$ cat src/hdl/dram_cycle_timing_map.vh
// Constants for the dynamic RAM cycle timing controller
`ifndef DRAM_CYCLE_TIMING_MAP_VH
`define DRAM_CYCLE_TIMING_MAP_VH

// ---------------------------------------------------------------
// Clock
// ---------------------------------------------------------------
`define CLK_PERIOD_NS 100
// ---------------------------------------------------------------
// Refresh spacing in clock periods (timer tick at the midpoint)
// ---------------------------------------------------------------
`define REF128_MIN 264
`define REF128_MAX 288
`define REF64_MIN 548
`define REF64_MAX 576
`define REF_CNT_W 10
// ---------------------------------------------------------------
// Cycle step positions, counted from the first cycle state
// ---------------------------------------------------------------
`define STEP_RAS 4'h0
`define STEP_MUX 4'h1
`define STEP_CAS 4'h2
`define STEP_ACK 4'h6
`define STEP_CAS_OFF 4'h6
`define STEP_END 4'hA
`define STEP_REF_END 4'h9
`define STEP_W 4
// ---------------------------------------------------------------
// Widths
// ---------------------------------------------------------------
`define ROW_CNT_W 8
`define MUX_W 7

`endif

$ cat src/hdl/dram_cycle_timing_controller.v
// Cycle sequencer for a dynamic RAM controller driven by one clock
//
// Overview of operation
// - All write timing and both acknowledges count from the read or store request's arrival.
// - In 128-row mode timed refreshes come 264 to 288 clock periods apart.
// - In 64-row mode timed refreshes come 548 to 576 clock periods apart.
// - Row strobe falls one to two clock periods after an accepted request.
// - Column strobe falls three to four clock periods after an accepted request.
// - System acknowledge asserts within two clock periods of request acceptance, unless a read or write arrived during refresh since the last read cycle ended.
// - Row address stays on the outputs one clock period after row strobe.
// - Column address held about five clock periods after column strobe falls.
// - Back-to-back refresh cycles each finish within thirteen clock periods.
// - An ordinary memory cycle finishes within twelve clock periods.
// - Read, store, protected select and refresh requests are synchronised internally.
// - Transfer acknowledge lasts four periods minimum, else until request removal.
// - Write strobe releases five periods after column strobe or on request removal.
// - Memory requests beat refresh; a running cycle is never disturbed.
// - Refresh asserts all row strobes; other strobes and acknowledges stay off.
// - Test cycle does a write cycle and clears the refresh row counter at its first step.
// - Write strobe goes active before the column strobe (early write).
`timescale 1ns/1ps
`default_nettype none
`include "dram_cycle_timing_map.vh"

module dram_cycle_timing_controller #(
  parameter ROW_W = `MUX_W,
  parameter REF128_TICK = (`REF128_MIN + `REF128_MAX) / 2,
  parameter REF64_TICK = (`REF64_MIN + `REF64_MAX) / 2
) (
  // Clock and reset
  input wire mclk,
  input wire rst,
  // Processor requests and row mode, active low except refresh and row mode
  input wire read_req_n,
  input wire store_req_n,
  input wire protected_select_n,
  input wire refresh_request,
  input wire row_mode_64,
  // Address and bank select, not latched
  input wire [ROW_W-1:0] row_addr,
  input wire [ROW_W-1:0] col_addr,
  input wire bank_select_lo,
  input wire bank_select_hi,
  // Memory array strobes and address
  output reg [3:0] ras_n,
  output reg cas_n,
  output reg we_n,
  output reg [ROW_W-1:0] muxed_address_outputs,
  // Processor acknowledges
  output reg system_ack_n,
  output reg transfer_ack_n
);

  // ---------------------------------------------------------------
  // States
  // ---------------------------------------------------------------
  localparam S_IDLE = 3'd0;
  localparam S_READ = 3'd1;
  localparam S_WRITE = 3'd2;
  localparam S_REFRESH = 3'd3;
  localparam S_TRANSFER_ACK_N = 3'd4;

  // One-hot active-low row strobe from the two bank selects
  function [3:0] bank_decode;
    input hi;
    input lo;
    begin
      bank_decode = ~(4'h1 << {hi, lo});
    end
  endfunction

  reg [2:0] state;
  reg [2:0] next_state;
  reg [`STEP_W-1:0] step;
  reg [`REF_CNT_W-1:0] ref_timer;
  reg [`ROW_CNT_W-1:0] row_count;
  reg rd_s1, rd_s2, wr_s1, wr_s2, pcs_s1, pcs_s2, rf_s1, rf_s2;
  reg refresh_pending;
  reg timer_due;
  reg test_cycle;
  reg delayed_system_ack_n;
  wire rd_act;
  wire wr_act;
  wire test_req;
  wire mem_req;
  wire [`REF_CNT_W-1:0] ref_limit;
  wire cycle_end;

  // ---------------------------------------------------------------
  // Input synchronisers
  // ---------------------------------------------------------------
  // Two stages each; only the second stage is looked at
  // two-stage request sync
  always @(posedge mclk) begin
    if (rst) begin
      rd_s1 <= 1'b1;
      rd_s2 <= 1'b1;
      wr_s1 <= 1'b1;
      wr_s2 <= 1'b1;
      pcs_s1 <= 1'b1;
      pcs_s2 <= 1'b1;
      rf_s1 <= 1'b0;
      rf_s2 <= 1'b0;
    end else begin
      rd_s1 <= read_req_n;
      rd_s2 <= rd_s1;
      wr_s1 <= store_req_n;
      wr_s2 <= wr_s1;
      pcs_s1 <= protected_select_n;
      pcs_s2 <= pcs_s1;
      rf_s1 <= refresh_request;
      rf_s2 <= rf_s1;
    end
  end

  // Both strobes low is a test request, regardless of chip select
  assign test_req = ~rd_s2 & ~wr_s2;
  assign rd_act = ~rd_s2 & ~pcs_s2 & wr_s2;
  assign wr_act = ~wr_s2 & ~pcs_s2 & rd_s2;
  assign mem_req = rd_act | wr_act | test_req;

  // ---------------------------------------------------------------
  // Refresh timer and pending refresh
  // ---------------------------------------------------------------
  // timed refresh spacing
  assign ref_limit = row_mode_64 ? REF64_TICK[`REF_CNT_W-1:0] :
                                   REF128_TICK[`REF_CNT_W-1:0];

  // External refresh restarts the timer so timed ones never crowd it
  always @(posedge mclk) begin
    if (rst) begin
      ref_timer <= {`REF_CNT_W{1'b0}};
      timer_due <= 1'b0;
    end else if (rf_s2 || (state == S_REFRESH && step == `STEP_RAS)) begin
      ref_timer <= {`REF_CNT_W{1'b0}};
      timer_due <= 1'b0;
    end else if (ref_timer == ref_limit - 1'b1) begin
      ref_timer <= {`REF_CNT_W{1'b0}};
      timer_due <= 1'b1;
    end else begin
      ref_timer <= ref_timer + 1'b1;
    end
  end

  // External request is latched; set wins over clear at cycle start
  always @(posedge mclk) begin
    if (rst)
      refresh_pending <= 1'b0;
    else if (rf_s2)
      refresh_pending <= 1'b1;
    else if (state == S_REFRESH && step == `STEP_RAS)
      refresh_pending <= 1'b0;
  end

  // ---------------------------------------------------------------
  // Cycle sequencer
  // ---------------------------------------------------------------
  assign cycle_end = (state == S_REFRESH) ? (step == `STEP_REF_END) :
                     (step == `STEP_END);

  always @* begin
    next_state = state;
    case (state)
      S_IDLE: begin
        if (wr_act || test_req)
          next_state = S_WRITE;
        else if (rd_act)
          next_state = S_READ;
        else if (refresh_pending || timer_due)
          next_state = S_REFRESH;
      end
      S_READ, S_WRITE: begin
        if (cycle_end)
          next_state = (rd_s2 && wr_s2) ? S_IDLE : S_TRANSFER_ACK_N;
      end
      S_TRANSFER_ACK_N: begin
        if (rd_s2 && wr_s2)
          next_state = S_IDLE;
      end
      S_REFRESH: begin
        if (cycle_end)
          next_state = S_IDLE;
      end
      default: next_state = S_IDLE;
    endcase
  end

  always @(posedge mclk) begin
    if (rst) begin
      state <= S_IDLE;
      step <= {`STEP_W{1'b0}};
    end else begin
      state <= next_state;
      if (next_state != state)
        step <= {`STEP_W{1'b0}};
      else if (state != S_IDLE && state != S_TRANSFER_ACK_N)
        step <= step + 1'b1;
    end
  end

  // Test cycle marker and delayed system acknowledge latch
  // test clears row counter
  always @(posedge mclk) begin
    if (rst) begin
      test_cycle <= 1'b0;
      delayed_system_ack_n <= 1'b0;
      row_count <= {`ROW_CNT_W{1'b0}};
    end else begin
      if (state == S_IDLE && next_state == S_WRITE)
        test_cycle <= test_req;
      if (state == S_WRITE && step == `STEP_RAS && test_cycle)
        row_count <= {`ROW_CNT_W{1'b0}};
      else if (state == S_REFRESH && cycle_end)
        row_count <= row_count + 1'b1;
      // Request seen during refresh delays the early acknowledge
      if (state == S_REFRESH && (rd_act || wr_act))
        delayed_system_ack_n <= 1'b1;
      else if (state == S_READ && cycle_end)
        delayed_system_ack_n <= 1'b0;
    end
  end

  // ---------------------------------------------------------------
  // Output strobes, address and acknowledges
  // ---------------------------------------------------------------
  // Everything counts from the synchronised request, so late requests shift all
  // timing tied to request arrival
  always @(posedge mclk) begin
    if (rst) begin
      ras_n <= 4'hF;
      cas_n <= 1'b1;
      we_n <= 1'b1;
      system_ack_n <= 1'b1;
      transfer_ack_n <= 1'b1;
      muxed_address_outputs <= {ROW_W{1'b1}};
    end else begin
      case (next_state)
        S_READ, S_WRITE: begin
          ras_n <= bank_decode(bank_select_hi, bank_select_lo);
          // row address one period then column
          // Column address from the second clock, one clock ahead of the column strobe
          if (state == next_state)
            muxed_address_outputs <= ~col_addr;
          else
            muxed_address_outputs <= ~row_addr;
          cas_n <= ~(state == next_state && step >= `STEP_MUX &&
                     step < `STEP_CAS_OFF);
          // early write, release on timing or request removal
          we_n <= ~(next_state == S_WRITE && step < `STEP_ACK && ~wr_s2);
          // early acknowledge unless delayed by refresh
          system_ack_n <= delayed_system_ack_n ? ~(state == next_state && step >= `STEP_ACK)
                                       : 1'b0;
          transfer_ack_n <= ~(state == next_state && step >= `STEP_ACK);
        end
        S_TRANSFER_ACK_N: begin
          ras_n <= 4'hF;
          cas_n <= 1'b1;
          we_n <= 1'b1;
          system_ack_n <= 1'b0;
          transfer_ack_n <= 1'b0;
        end
        S_REFRESH: begin
          ras_n <= 4'h0;
          cas_n <= 1'b1;
          we_n <= 1'b1;
          system_ack_n <= 1'b1;
          transfer_ack_n <= 1'b1;
          muxed_address_outputs <= ~row_count[ROW_W-1:0];
        end
        default: begin
          ras_n <= 4'hF;
          cas_n <= 1'b1;
          we_n <= 1'b1;
          system_ack_n <= 1'b1;
          transfer_ack_n <= 1'b1;
        end
      endcase
    end
  end

endmodule
`default_nettype wire

$ cat config.mk
export PLATFORM = sky130hd
export DESIGN_NAME = dram_cycle_timing_controller
export DESIGN_NICKNAME = d
export VERILOG_FILES = /design/src/hdl/dram_cycle_timing_controller.v
export VERILOG_INCLUDE_DIRS = /design/src /design/src/hdl
export SDC_FILE = /design/constraint.sdc
export NUM_CORES = 1
export LEC_CHECK = 0
export CAP_MARGIN = 0
export CELL_PAD_IN_SITES_DETAIL_PLACEMENT = 1
export CELL_PAD_IN_SITES_GLOBAL_PLACEMENT = 2
export CORE_MARGIN = 5
export CORE_UTILIZATION = 40
export CTS_BUF_LIST = sky130_fd_sc_hd__clkbuf_4 sky130_fd_sc_hd__clkbuf_8 sky130_fd_sc_hd__clkbuf_16
export CTS_CLUSTER_SIZE = 25
export DETAILED_ROUTE_END_ITERATION = 7
export DONT_BUFFER_PORTS = 1
export PLACE_DENSITY_LB_ADDON = 0.25
export SYNTH_ARGS = -nofsm -noshare
export SYNTH_HDL_FRONTEND = slang
export SYNTH_SLANG_ARGS = --single-unit
$ cat constraint.sdc
create_clock -name mclk -period 4.6 [get_ports mclk]
set_input_delay 0.46 -clock mclk [delete_from_list [all_inputs] [get_ports mclk]]
set_output_delay 0.46 -clock mclk [all_outputs]
set_load 0.005 [all_outputs]
== Word-level counts from Yosys, hierarchy flattened ==
Index checks and enable logic that the tools add are counted.

* Register bits after elaboration: 52
* Bits in latches: 0
* RAM bits: 0
* Memory bits (read-only): 0
* Input bits: 23
* Output and inout port bits: 15
* Word-level logic and storage cells: 111
* Memories: 0

* Add/sub/neg operators: 4
* Multiply operators: 0
* Div/mod/pow operators: 0
* $lt $le $gt $ge: 3
* Equal/unequal tests: 14
* Shifts and indexed selects: 1
* Multiplexer cells: 20
* Bitwise operators: 16
* Reductions and logical operators: 31

{| class="wikitable"
|+ Operators with widths
! cell !! number
|-
| $mux W3 || 7
|-
| $not A7 Y7 || 3
|-
| $logic_and A1 B1 Y1 || 14
|-
| $pmux W7 S2 || 1
|-
| $eq A3 B2 Y1 const B || 4
|-
| $pmux W3 S4 || 1
|-
| $reduce_or A2 Y1 || 6
|-
| $add A10 B1 Y10 const B || 1
|-
| $eq A10 B10 Y1 || 1
|-
| $mux W10 || 1
|-
| $sub A10 B1 Y10 const B || 1
|-
| $add A8 B1 Y8 const B || 1
|-
| $eq A4 B4 Y1 const B || 2
|-
| $pmux W4 S2 || 1
|-
| $mux W7 || 1
|-
| $not A1 Y1 || 7
|-
| $eq A3 B1 Y1 const B || 2
|-
| $eq A3 B3 Y1 const B || 2
|-
| $mux W1 || 6
|-
| $reduce_bool A2 Y1 || 3
|-
| $and A1 B1 Y1 || 5
|-
| $add A4 B1 Y4 const B || 1
|-
| $ge A4 B1 Y1 const B || 1
|-
| $ge A4 B3 Y1 const B || 1
|-
| other kinds (12) || 16
|}

== Depth between registers and ports, before layout ==
Gate-level depths: netlist of the first run.

* Depth after elaboration: 11
* Gate-level depth with buffers: 8
* Mapped depth without buffers: 7

== Least setup slack after synthesis of the first run ==
No wires, ideal clock.

* Path kind: register to register
* From: reg step[0]
* To: reg muxed_address_outputs[6]
* Setup time: 0.079 ns
* Arrival: 1.868 ns
* Required time: 4.521 ns
* Setup slack: 2.653 ns
* Stages on the path, launching flop included: 8
* Buffers on the path: 1
* Clock period less this slack: 1.947 ns
* Path through: dfxtp_1 -> inv_1 -> nor4b_4 -> o32ai_1 -> nand4bb_1 -> buf_4 -> mux2_2 -> a22oi_1

* Word-level cells in the longest chain between the ends: 7
* Elaborated cells between the ends (all ways): 14
* Classes of those cells: 6 x eq/ne; 6 x mux; 2 x reduce/logical

{| class="wikitable"
|+ RTL lines
! what !! line !! RTL
|-
| start: declaration || dram_cycle_timing_controller.v:74 || <nowiki>reg [`STEP_W-1:0] step;</nowiki>
|-
| start signal: assignment || dram_cycle_timing_controller.v:191 || <nowiki>step <= {`STEP_W{1'b0}};</nowiki>
|-
| start signal: assignment || dram_cycle_timing_controller.v:195 || <nowiki>step <= {`STEP_W{1'b0}};</nowiki>
|-
| start signal: assignment || dram_cycle_timing_controller.v:197 || <nowiki>step <= step + 1'b1;</nowiki>
|-
| $eq A4 B4 Y1 (no source line) || -- ||
|-
| $mux W1 * || dram_cycle_timing_controller.v:158 || <nowiki>assign cycle_end = (state == S_REFRESH) ? (step == `STEP_REF_END) :</nowiki>
|-
| $mux W3, on equally long branches || dram_cycle_timing_controller.v:181, dram_cycle_timing_controller.v:173 ||
|-
| $pmux W3 S4 * || dram_cycle_timing_controller.v:163 || <nowiki>case (state)</nowiki>
|-
| $eq A3 B3 Y1, or another cell as far along || dram_cycle_timing_controller.v:242 || <nowiki>if (state == next_state)</nowiki>
|-
| $mux W7 or $reduce_or A2 Y1 (tied branches) || dram_cycle_timing_controller.v:242, dram_cycle_timing_controller.v:237 ||
|-
| $pmux W7 S2 or $reduce_bool A2 Y1 (tied branches) || -- ||
|-
| end signal: assignment || dram_cycle_timing_controller.v:235 || <nowiki>muxed_address_outputs <= {ROW_W{1'b1}};</nowiki>
|-
| end signal: assignment || dram_cycle_timing_controller.v:243 || <nowiki>muxed_address_outputs <= ~col_addr;</nowiki>
|-
| end signal: assignment || dram_cycle_timing_controller.v:245 || <nowiki>muxed_address_outputs <= ~row_addr;</nowiki>
|-
| end: declaration || dram_cycle_timing_controller.v:48 || <nowiki>output reg [ROW_W-1:0] muxed_address_outputs,</nowiki>
|}

Every way passes the cells marked *; elsewhere a longest branch is shown, timed or not.
A chain may end at the register's enable or synchronous reset.

== Worst setup path in the final report of the first run ==
* From: reg state[0]
* To: reg cas_n

* Word-level cells in the longest chain between the ends: 8
* Elaborated cells between the ends (all ways): 23
* Classes of those cells: 7 x eq/ne; 8 x mux; 2 x bitwise; 6 x reduce/logical

{| class="wikitable"
|+ RTL lines
! what !! line !! RTL
|-
| start: declaration || dram_cycle_timing_controller.v:72 || <nowiki>reg [2:0] state;</nowiki>
|-
| start signal: assignment || dram_cycle_timing_controller.v:193 || <nowiki>state <= next_state;</nowiki>
|-
| $eq A3 B2 Y1 or $mux W3 (tied branches) || dram_cycle_timing_controller.v:158, dram_cycle_timing_controller.v:163, dram_cycle_timing_controller.v:169 ||
|-
| $mux W1 or $mux W3 (tied branches) || dram_cycle_timing_controller.v:158, dram_cycle_timing_controller.v:167 ||
|-
| $mux W3, on equally long branches || dram_cycle_timing_controller.v:181, dram_cycle_timing_controller.v:165, dram_cycle_timing_controller.v:173 ||
|-
| $pmux W3 S4 || dram_cycle_timing_controller.v:163 ||
|-
| $eq A3 B2 Y1, or another cell as far along || dram_cycle_timing_controller.v:237 || <nowiki>case (next_state)</nowiki>
|-
| $reduce_or A2 Y1 or $logic_and A1 B1 Y1 (tied branches) || -- ||
|-
| $not A1 Y1 (no source line) or $logic_and A1 B1 Y1 (tied branches) || -- ||
|-
| $reduce_or A2 Y1 (no source line) or $not A1 Y1 (tied branches) || -- ||
|-
| end signal: assignment || dram_cycle_timing_controller.v:246 || <nowiki>cas_n <= ~(state == next_state && step >= `STEP_MUX &&</nowiki>
|-
| end: declaration || dram_cycle_timing_controller.v:46 || <nowiki>output reg cas_n,</nowiki>
|}

Parallel ways exist; a longest one is shown, timed or not.

==> results of run 1 <==
-- state kept, by name, indices dropped and copies added (netlist names), 3 cells and up --
register and cells:
state 3, ras_n 4, step 4, row_count 7, ref_timer 10, muxed_address_outputs 7
-- final timing paths --
check             startpoint     to  slack [ns]
hold reg to reg        wr_s1  wr_s2        0.42
setup reg to reg    state[0]  cas_n        2.10
hold / removal           rst  rf_s1        0.21
setup / recovery    state[0]  cas_n        2.10
-- area by class of cell --
cell class	instances	area, sq um	share of cell area [%]
clock inverter	1	8.758	0.3543
multi-input combinational	181	1229	49.70
clock buffer	7	90.09	3.644
sequential	51	1021	41.30
tap	72	90.09	3.644
inverter	9	33.78	1.366
-- cell families (layout without fill, tap and decap cells) --
kind of cell / count (synthesis) / count (layout) / synth area share [%]
adder cells (fa/ha/maj): 6 / 6 / 3.219
AND/OR/NAND/NOR: 105 / 105 / 24.89
buffers and inverters: 18 / 17 / 3.540
XOR/XNOR: 16 / 16 / 6.331
multiplexers: 10 / 10 / 4.721
flip-flops: 51 / 51 / 43.78
AO/OA/AOI/OAI: 44 / 44 / 13.52
-- worst register-to-register path, delay by kind of cell (launching register included) --
family             cells  cell delay (ns)
and+or+nand+nor        5             1.55
AOI/OAI and AO/OA      1             0.22
DFF                    1             0.61
-- where the power goes --
part	internal, W	switching (W)
combinational	0.0000688	0.0000944
sequential	0.000479	0.0000372
clock	0.000129	0.000147
-- per-stage QoR --
| stage | setup WS (ns) | cells | power (W) | hold WS, ns | util [%] |
|---|---|---|---|---|---|
| floorplan | 2.653 | 250 | 0.0006551 | 0.3895 | - |
| global placement | 2.111 | 313 | 0.0006897 | 0.3926 | 42.58 |
| detailed placement | 2.093 | 313 | 0.0006916 | 0.3953 | 42.58 |
| CTS | 2.049 | 321 | 0.0009707 | 0.1949 | 44.35 |
| global route | 1.858 | 321 | 0.001014 | 0.1890 | 44.35 |
| finish | 2.103 | 321 | 0.0009551 | 0.2106 | 44.35 |
-- cell usage after synthesis, types with 4 or more instances --
cell type  count
dfxtp_1       51
nor2_1        33
nand2_1       20
a21oi_1       16
inv_1          9
nand3_1        9
xor2_1         9
ha_1           6
mux2_1         6
o21ai_0        6
o221ai_1       6
or2_2          6
or3_1          6
xnor2_1        6
clkbuf_1       4
o31ai_1        4
-- routing by layer --
layer	part of all wire, %	global-route usage (%)
met1	49	20.78
met2	45	22.53
met3	5.0	4.087
met4	1.0	4.674
met5	0	0
-- placed cells by master (no fill, tap or decap), types with 2 or more instances in the layout --
cell type	n
dfxtp_1	51
nor2_1	33
nand2_1	20
a21oi_1	16
inv_1	9
nand3_1	9
xor2_1	9
o21ai_0	6
or3_1	6
xnor2_1	6
mux2_1	6
o221ai_1	6
or2_2	6
ha_1	6
clkbuf_8	6
o31ai_1	4
nor2b_1	3
nor3_1	3
and2_1	3
nand4_1	3
nand4b_1	2
nor4_1	2
and3_1	2
mux2_2	2
mux2i_1	2
o22ai_1	2
==> impl_metrics.env, run 1 <==
export IMPL_first_global_vias=1810
export IMPL_finalSetupTns_ns=0
export IMPL_drc=0
export IMPL_slowest_stage="dfxtp_1"
export IMPL_fmax_mhz=400.4
export IMPL_fin_nets=277
export IMPL_max_slew_margin_rel_pct=59.33
export IMPL_setup_viol=0
export IMPL_synth_cell_type_count=53
export IMPL_holdPathStages=1
export IMPL_drt_iter0_drc=85
export IMPL_crit_family="simple AND/OR/NAND/NOR gates"
export IMPL_fin_skew_ns=0.006355
export IMPL_path_class="reg2reg"
export IMPL_std_cell_rows=27
export IMPL_synth_area_leaders="dfxtp_1 44%, nor2_1 5.3%, a21oi_1 3.4%"
export IMPL_die_h_microns=86.36
export IMPL_numPortBuffers=0
export IMPL_status="completed"
export IMPL_cts_buffers=5
export IMPL_clock_latency_ns=0.30
export IMPL_start_util_pct=41.84
export IMPL_seq_area_frac_synth_pct=43.78
export IMPL_rsz0062_at_grt="false"
export IMPL_clkTransAtPathRegs_ns=0.09
export IMPL_ys_async_sr_fraction_pct=0
export IMPL_drtPass1Iterations=4
export IMPL_diodes=0
export IMPL_critPathCaptureType="register"
export IMPL_wire_per_inst_microns=16.45
export IMPL_antenna_found_initial=0
export IMPL_vdd_drop_max_uv=239.0
export IMPL_nFillCells=655
export IMPL_cts_sinks=51
export IMPL_antenna_left=0
export IMPL_drv_slew=0
export IMPL_design_core_area_sq_um=5574
export IMPL_worst_ep_arrival_time_ns=2.69
export IMPL_syn_inst=250
export IMPL_io_pins=38
export IMPL_design_area_sq_um=2472
export IMPL_grtUsageTotal_pct=14.97
export IMPL_yosysTopAreaCell="dfxtp_1"
export IMPL_cts_hold_buffers_added=0
export IMPL_grt_start_max_net_pins=25
export IMPL_powerDensity_nw_per_um2=386.3
export IMPL_cp_start_kind="register"
export IMPL_leakagePower_nw=0.8826
export IMPL_hold_class="in2reg"
export IMPL_overflow=0
export IMPL_cts_buffer_depth=2
export IMPL_maxCapViolCount=0
export IMPL_crit_buf_inv=0
export IMPL_ys_warn_count=0
export IMPL_syn_nets=279
export IMPL_crit_chain="nand3b_4 -> and2_1 -> o32ai_1 -> nand4bb_1 -> nand2b_4 -> or3_1"
export IMPL_clock_root_buffer="clkbuf_8"
export IMPL_finalWirelength_microns=5279
export IMPL_hold_viol_final=0
export IMPL_mappedNetlistArea_sq_um=2332
export IMPL_cts_tree="yes"
export IMPL_die_w_microns=86.36
export IMPL_cts_setup_buffers=0
export IMPL_vias_per_cell=5.483
export IMPL_ys_ff_latch=51
export IMPL_drive_above_1_share_pct=10.04
export IMPL_ys_flop_type="dfxtp_1"
export IMPL_yosysTopAreaCellShare_pct=43.78
export IMPL_min_period_ns=2.497
export IMPL_dp_hpwl_microns=3930
export IMPL_die_area_sq_um=7458
export IMPL_crit_path_max_incr_delay_ns=0.61
export IMPL_tightest_slew_ns=0.6024
export IMPL_placed_cell_area_sq_um=2374
export IMPL_num_vias=1760
export IMPL_cts_resized_gates=0
export IMPL_finalCritPeriodShare_pct=54.29
export IMPL_area_growth_pct=6.009
export IMPL_worst_path_stages=6
export IMPL_place_gp_congestion=0.7694
export IMPL_avgSynthCellArea_sq_um=9.329
export IMPL_grt_first_pass_wirelength_microns=8928
export IMPL_cp_max_fo=13
export IMPL_synth_edf_count=0
export IMPL_htreeDepth=2
export IMPL_reg2regPathDepth=6
export IMPL_required_ns=4.79
(Power assumes the default switching activity.)
==> run 2: changes to the inputs <==
CORE_UTILIZATION = 38   (was 40)
clock period = 2.5 ns   (was 4.6 ns; I/O delays follow)
==> run 2 against run 1 <==
Against the previous run:
- count of clock-buffer cells in the layout is the same
- core utilization shrank 2.1 points
- setup slack lost 1.9 ns
- flip-flop and latch count is the same
- critical path type unchanged
==> impl_metrics.env, run 2 (same netlist as run 1, synthesis figures left out) <==
export IMPL_fmax_mhz=432.4
export IMPL_grt_start_max_net_pins=25
export IMPL_fin_skew_ns=0.006350
export IMPL_hold_class="in2reg"
export IMPL_max_slew_margin_rel_pct=67.07
export IMPL_grt_first_pass_wirelength_microns=8763
export IMPL_std_cell_rows=28
export IMPL_vdd_drop_max_uv=359.1
export IMPL_layout_common_cells="51 x dfxtp_1, 33 x nor2_1, 20 x nand2_1"
export IMPL_hold_viol_final=0
export IMPL_largest_reg_flops=10
export IMPL_clkTransAtPathRegs_ns=0.09
export IMPL_place_gp_congestion=0.8347
export IMPL_cp_max_fo=11
export IMPL_reg2reg_from="state[2]"
export IMPL_clock_latency_ns=0.30
export IMPL_slowest_stage="dfxtp_1"
export IMPL_htreeDepth=2
export IMPL_drtPass1Iterations=4
export IMPL_start_util_pct=39.16
export IMPL_worst_ep_arrival_time_ns=2.48
export IMPL_finish_utilization_pct=42.21
export IMPL_overflow=0
export IMPL_cts_sinks=51
export IMPL_dp_cells=321
export IMPL_maxCapViolCount=0
export IMPL_cts_buffer_depth=2
export IMPL_grtUsageTotal_pct=14.29
export IMPL_area_growth_pct=7.779
export IMPL_min_period_ns=2.313
export IMPL_io_pins=38
export IMPL_num_vias=1743
export IMPL_status="completed"
export IMPL_powerDensity_nw_per_um2=688.5
export IMPL_cts_buffers=5
export IMPL_drt_iter0_drc=61
export IMPL_setup_viol=0
export IMPL_drv_slew=0
export IMPL_finalWirelength_microns=5116
export IMPL_wire_per_inst_microns=15.50
export IMPL_leakagePower_nw=0.9098
export IMPL_drc=0
export IMPL_antenna_found_initial=0
export IMPL_drive_above_1_share_pct=11.76
export IMPL_p_total_w=0.001731
export IMPL_stdcell_count=330
export IMPL_die_area_sq_um=7804
export IMPL_required_ns=2.67
export IMPL_largest_registers="ref_timer (10), muxed_address_outputs (7), row_count (7)"
export IMPL_clock_root_buffer="clkbuf_8"
export IMPL_hold_start="rst"
export IMPL_diodes=0
export IMPL_nFillCells=707
export IMPL_top_register="ref_timer"
export IMPL_design_core_area_sq_um=5956
export IMPL_tightest_slew_ns=0.4916
export IMPL_design_area_sq_um=2514
export IMPL_placed_cell_area_sq_um=2415
export IMPL_crit_chain="nand3b_4 -> nor4b_4 -> buf_4 -> o41a_4 -> or2_1 -> o22ai_1 -> a22oi_1"
export IMPL_critical_path_startpoint="state[2]"
export IMPL_die_h_microns=88.34
export IMPL_finalCritPeriodShare_pct=92.50
export IMPL_fin_nets=283
export IMPL_first_global_vias=1745
export IMPL_cts_setup_buffers=0
export IMPL_vias_per_cell=5.282
export IMPL_cp_start_kind="register"
export IMPL_path_class="reg2reg"
export IMPL_die_w_microns=88.34
export IMPL_critPathCaptureType="register"
export IMPL_crit_path_max_incr_delay_ns=0.52
export IMPL_rsz0062_at_grt="false"
export IMPL_dp_hpwl_microns=3858
export IMPL_cts_tree="yes"
export IMPL_finalSetupTns_ns=0
export IMPL_numPortBuffers=0
export IMPL_layout_commonest_cell="dfxtp_1"
export IMPL_antenna_left=0
run 2: layout make-up:
type                            instances  area (sq um)  area share [%]
Inverter                                9         33.78           1.344
Sequential cell                        51          1021           40.62
Multi-Input combinational cell        181          1229           48.88
Clock inverter                          1         5.005          0.1991
Tap cell                               75         93.84           3.733
Timing Repair Buffer                    6         47.55           1.891
Clock buffer                            7         83.83           3.335
run 2: what timing repair did:
| action | CTS | global route |
|---|---|---|
| gates resized for setup | 0 | 0 |
| hold buffers | 0 | 1 |
| endpoints found under the hold margin | 0 | 3 |
run 2: routing by layer:
metal  track usage, %  up-vias  wire length [microns]
met4            4.121        0                     59
met3            3.352        4                    227
met1            20.22      828                   2512
li1                 -      880                      -
met5                0        -                      0
met2            21.69       31                   2316
run 2: worst paths after layout:
kind	end	slack, ns	cells past startpoint
worst max-delay path	muxed_address_outputs[6]	0.19	7
worst min-delay path	delayed_system_ack_n	0.02	1
worst max register to register	muxed_address_outputs[6]	0.19	7
worst min register to register	rd_s2	0.42	1
run 2: per-stage QoR:
stage / hold slack [ns] / setup slack [ns]
final: 0.01697 / 0.1874
after global routing: 0.003923 / 0.06874
after CTS: 0.0005608 / 0.1910
after detailed placement: 0.3267 / 0.2007
after global placement: 0.3251 / 0.1497
after floorplan: 0.3216 / 0.5530
run 2: worst max-delay path: cells and delay by family, from the launching register on:
family | cells | cell delay [ns]
flops | 1 | 0.52
buf+inv | 1 | 0.17
compound gates | 3 | 0.79
simple gates | 3 | 0.69
run 2: power breakdown:
group	switching, W	internal (W)
clock	0.000257	0.000219
sequential	0.0000654	0.000881
combinational	0.000175	0.000134
total	0.000497	0.00123
==> run 3: changes to the inputs <==
BUFFER_PORTS_ARGS = -buffer_cell sky130_fd_sc_hd__buf_2   (was not set)
CORE_UTILIZATION = 34   (was 38)
DONT_BUFFER_PORTS = not set   (was 1)
PLACE_DENSITY = 0.8   (was not set)
PLACE_DENSITY_LB_ADDON = not set   (was 0.25)
==> run 3 against run 2 <==
Against the previous run:
- via count is 8.7% higher
- clock power is 25% higher
- cell area is 7.8% higher
- non-clock buffer count is 34 higher
- critical path depth stayed put
- sequential share of layout area is 2.9 points lower
- flip-flop and latch count stayed put
- maximum frequency is 5.0% higher
- setup slack better by 0.11 ns
- critical path type unchanged
- largest cell class unchanged
==> impl_metrics.env, run 3 (same netlist as run 1, synthesis figures left out) <==
export IMPL_cp_start_kind="register"
export IMPL_num_vias=1895
export IMPL_finalSetupTns_ns=0
export IMPL_cts_setup_buffers=0
export IMPL_cts_sinks=51
export IMPL_start_util_pct=34.71
export IMPL_design_core_area_sq_um=6719
export IMPL_drive_above_1_share_pct=22.49
export IMPL_area_growth_pct=16.15
export IMPL_maxCapViolCount=0
export IMPL_critical_path_startpoint="state[0]"
export IMPL_cp_max_fo=13
export IMPL_worstReg2RegEnd="cas_n"
export IMPL_antenna_left=0
export IMPL_largest_reg_flops=10
export IMPL_whs_ns=0.1247
export IMPL_critPathCaptureType="register"
export IMPL_die_h_microns=92.82
export IMPL_vdd_drop_max_uv=197.9
export IMPL_layout_common_cells="51 x dfxtp_1, 37 x buf_2, 33 x nor2_1"
export IMPL_leakagePower_nw=1.036
export IMPL_drtPass1Iterations=3
export IMPL_reg2regPathDepth=7
export IMPL_fin_nets=317
export IMPL_std_cell_rows=30
export IMPL_grt_first_pass_wirelength_microns=9018
export IMPL_grt_start_max_net_pins=25
export IMPL_largest_registers="ref_timer (10), muxed_address_outputs (7), row_count (7)"
export IMPL_cts_resized_gates=0
export IMPL_overflow=0
export IMPL_htreeDepth=2
export IMPL_io_pins=38
export IMPL_place_gp_congestion=0.7961
export IMPL_cts_tree="yes"
export IMPL_timing_reg2reg_setup_slack_ns=0.30
export IMPL_fmax_mhz=454.2
export IMPL_drv_slew=0
export IMPL_tightest_slew_ns=0.6474
export IMPL_numPortBuffers=37
export IMPL_required_ns=2.69
export IMPL_finalWirelength_microns=5247
export IMPL_clock_root_buffer="clkbuf_8"
export IMPL_clock_latency_ns=0.30
export IMPL_fin_skew_ns=0.005340
export IMPL_status="completed"
export IMPL_path_class="reg2reg"
export IMPL_grtUsageTotal_pct=12.93
export IMPL_reg2reg_from="state[0]"
export IMPL_clkTransAtPathRegs_ns=0.09
export IMPL_rsz0062_at_grt="false"
export IMPL_min_period_ns=2.202
export IMPL_powerDensity_nw_per_um2=704.7
export IMPL_hold_class="in2reg"
export IMPL_cts_buffer_depth=2
export IMPL_worst_ep_arrival_time_ns=2.39
export IMPL_vias_per_cell=5.136
export IMPL_die_area_sq_um=8616
export IMPL_diodes=0
export IMPL_setup_viol=0
export IMPL_max_slew_margin_rel_pct=56.29
export IMPL_finalCritPeriodShare_pct=88.07
export IMPL_first_global_vias=1900
export IMPL_layout_commonest_cell="dfxtp_1"
export IMPL_die_w_microns=92.82
export IMPL_wire_per_inst_microns=14.22
export IMPL_dp_hpwl_microns=3972
export IMPL_cts_hold_buffers_added=0
export IMPL_antenna_found_initial=0
export IMPL_endpoint="cas_n"
export IMPL_top_register="ref_timer"
export IMPL_drt_iter0_drc=60
export IMPL_cts_buffers=5
export IMPL_drc=0
export IMPL_hold_viol_final=0
==> run 3: cell count changes in the layout (fill, tap and decap cells not counted) <==
cell           previous run  this run
clkbuf_4                  2         0
buf_4                     5         3
buf_2                     0        37
bufinv_16                 0         1
clkbuf_8                  5         6
dlygate4sd3_1             1         0
==> run 3: how the worst min path moves through the flow <==
stage,startpoint,cells past startpoint,endpoint
3_3_place_gp,wr_s1,1,wr_s2
2_1_floorplan,rst,1,rf_s1
3_5_place_dp,pcs_s1,1,pcs_s2
6_report,store_req_n,2,wr_s1
5_1_grt,read_req_n,2,rd_s1
4_1_cts,store_req_n,2,wr_s1
==> run 3: worst max-delay path, stage by stage, from the launching register on <==
cell and delay [ns]:
dfxtp_1 0.60, nand3b_4 0.14, and2_1 0.20, o32ai_1 0.24
nand4bb_1 0.13, buf_4 0.22, nand2b_4 0.18, or3_1 0.39
==> run 3: where the power goes <==
group          switching (W)  internal [W]  leakage, nW
clock network       0.000269      0.000324       0.0612
registers          0.0000514      0.000880        0.417
logic               0.000211      0.000174        0.558
total               0.000531       0.00138         1.04
==> run 3: metrics by stage <==
step	util [%]	std cells	total power, W	setup slack [ns]	cell area [sq um]
floorplan	-	250	0.001205	0.5530	2332
global placement	38.57	361	0.001332	0.3289	2591
detailed placement	38.57	361	0.001341	0.3123	2591
CTS	40.32	369	0.001947	0.3007	2709
global route	40.32	369	0.002020	0.04995	2709
finish	40.32	369	0.001909	0.2983	2709
==> run 3: routing by layer <==
layer	vias up	share of wire [%]	global-route usage, %
met4	0	1.3	4.029
li1	951	-	-
met2	21	47	21.36
met5	-	0	0
met1	916	49	16.91
met3	7	2.6	2.600
==> run 3: final cells by class <==
cell class / count / area, sq um
clock buffers: 6 / 82.58
clock inverters: 2 / 35.03
fillers: 780 / 4010
inverters: 9 / 33.78
multi-input cells: 181 / 1229
flip-flops and latches: 51 / 1021
well taps: 80 / 100.1
repair buffers: 40 / 207.7
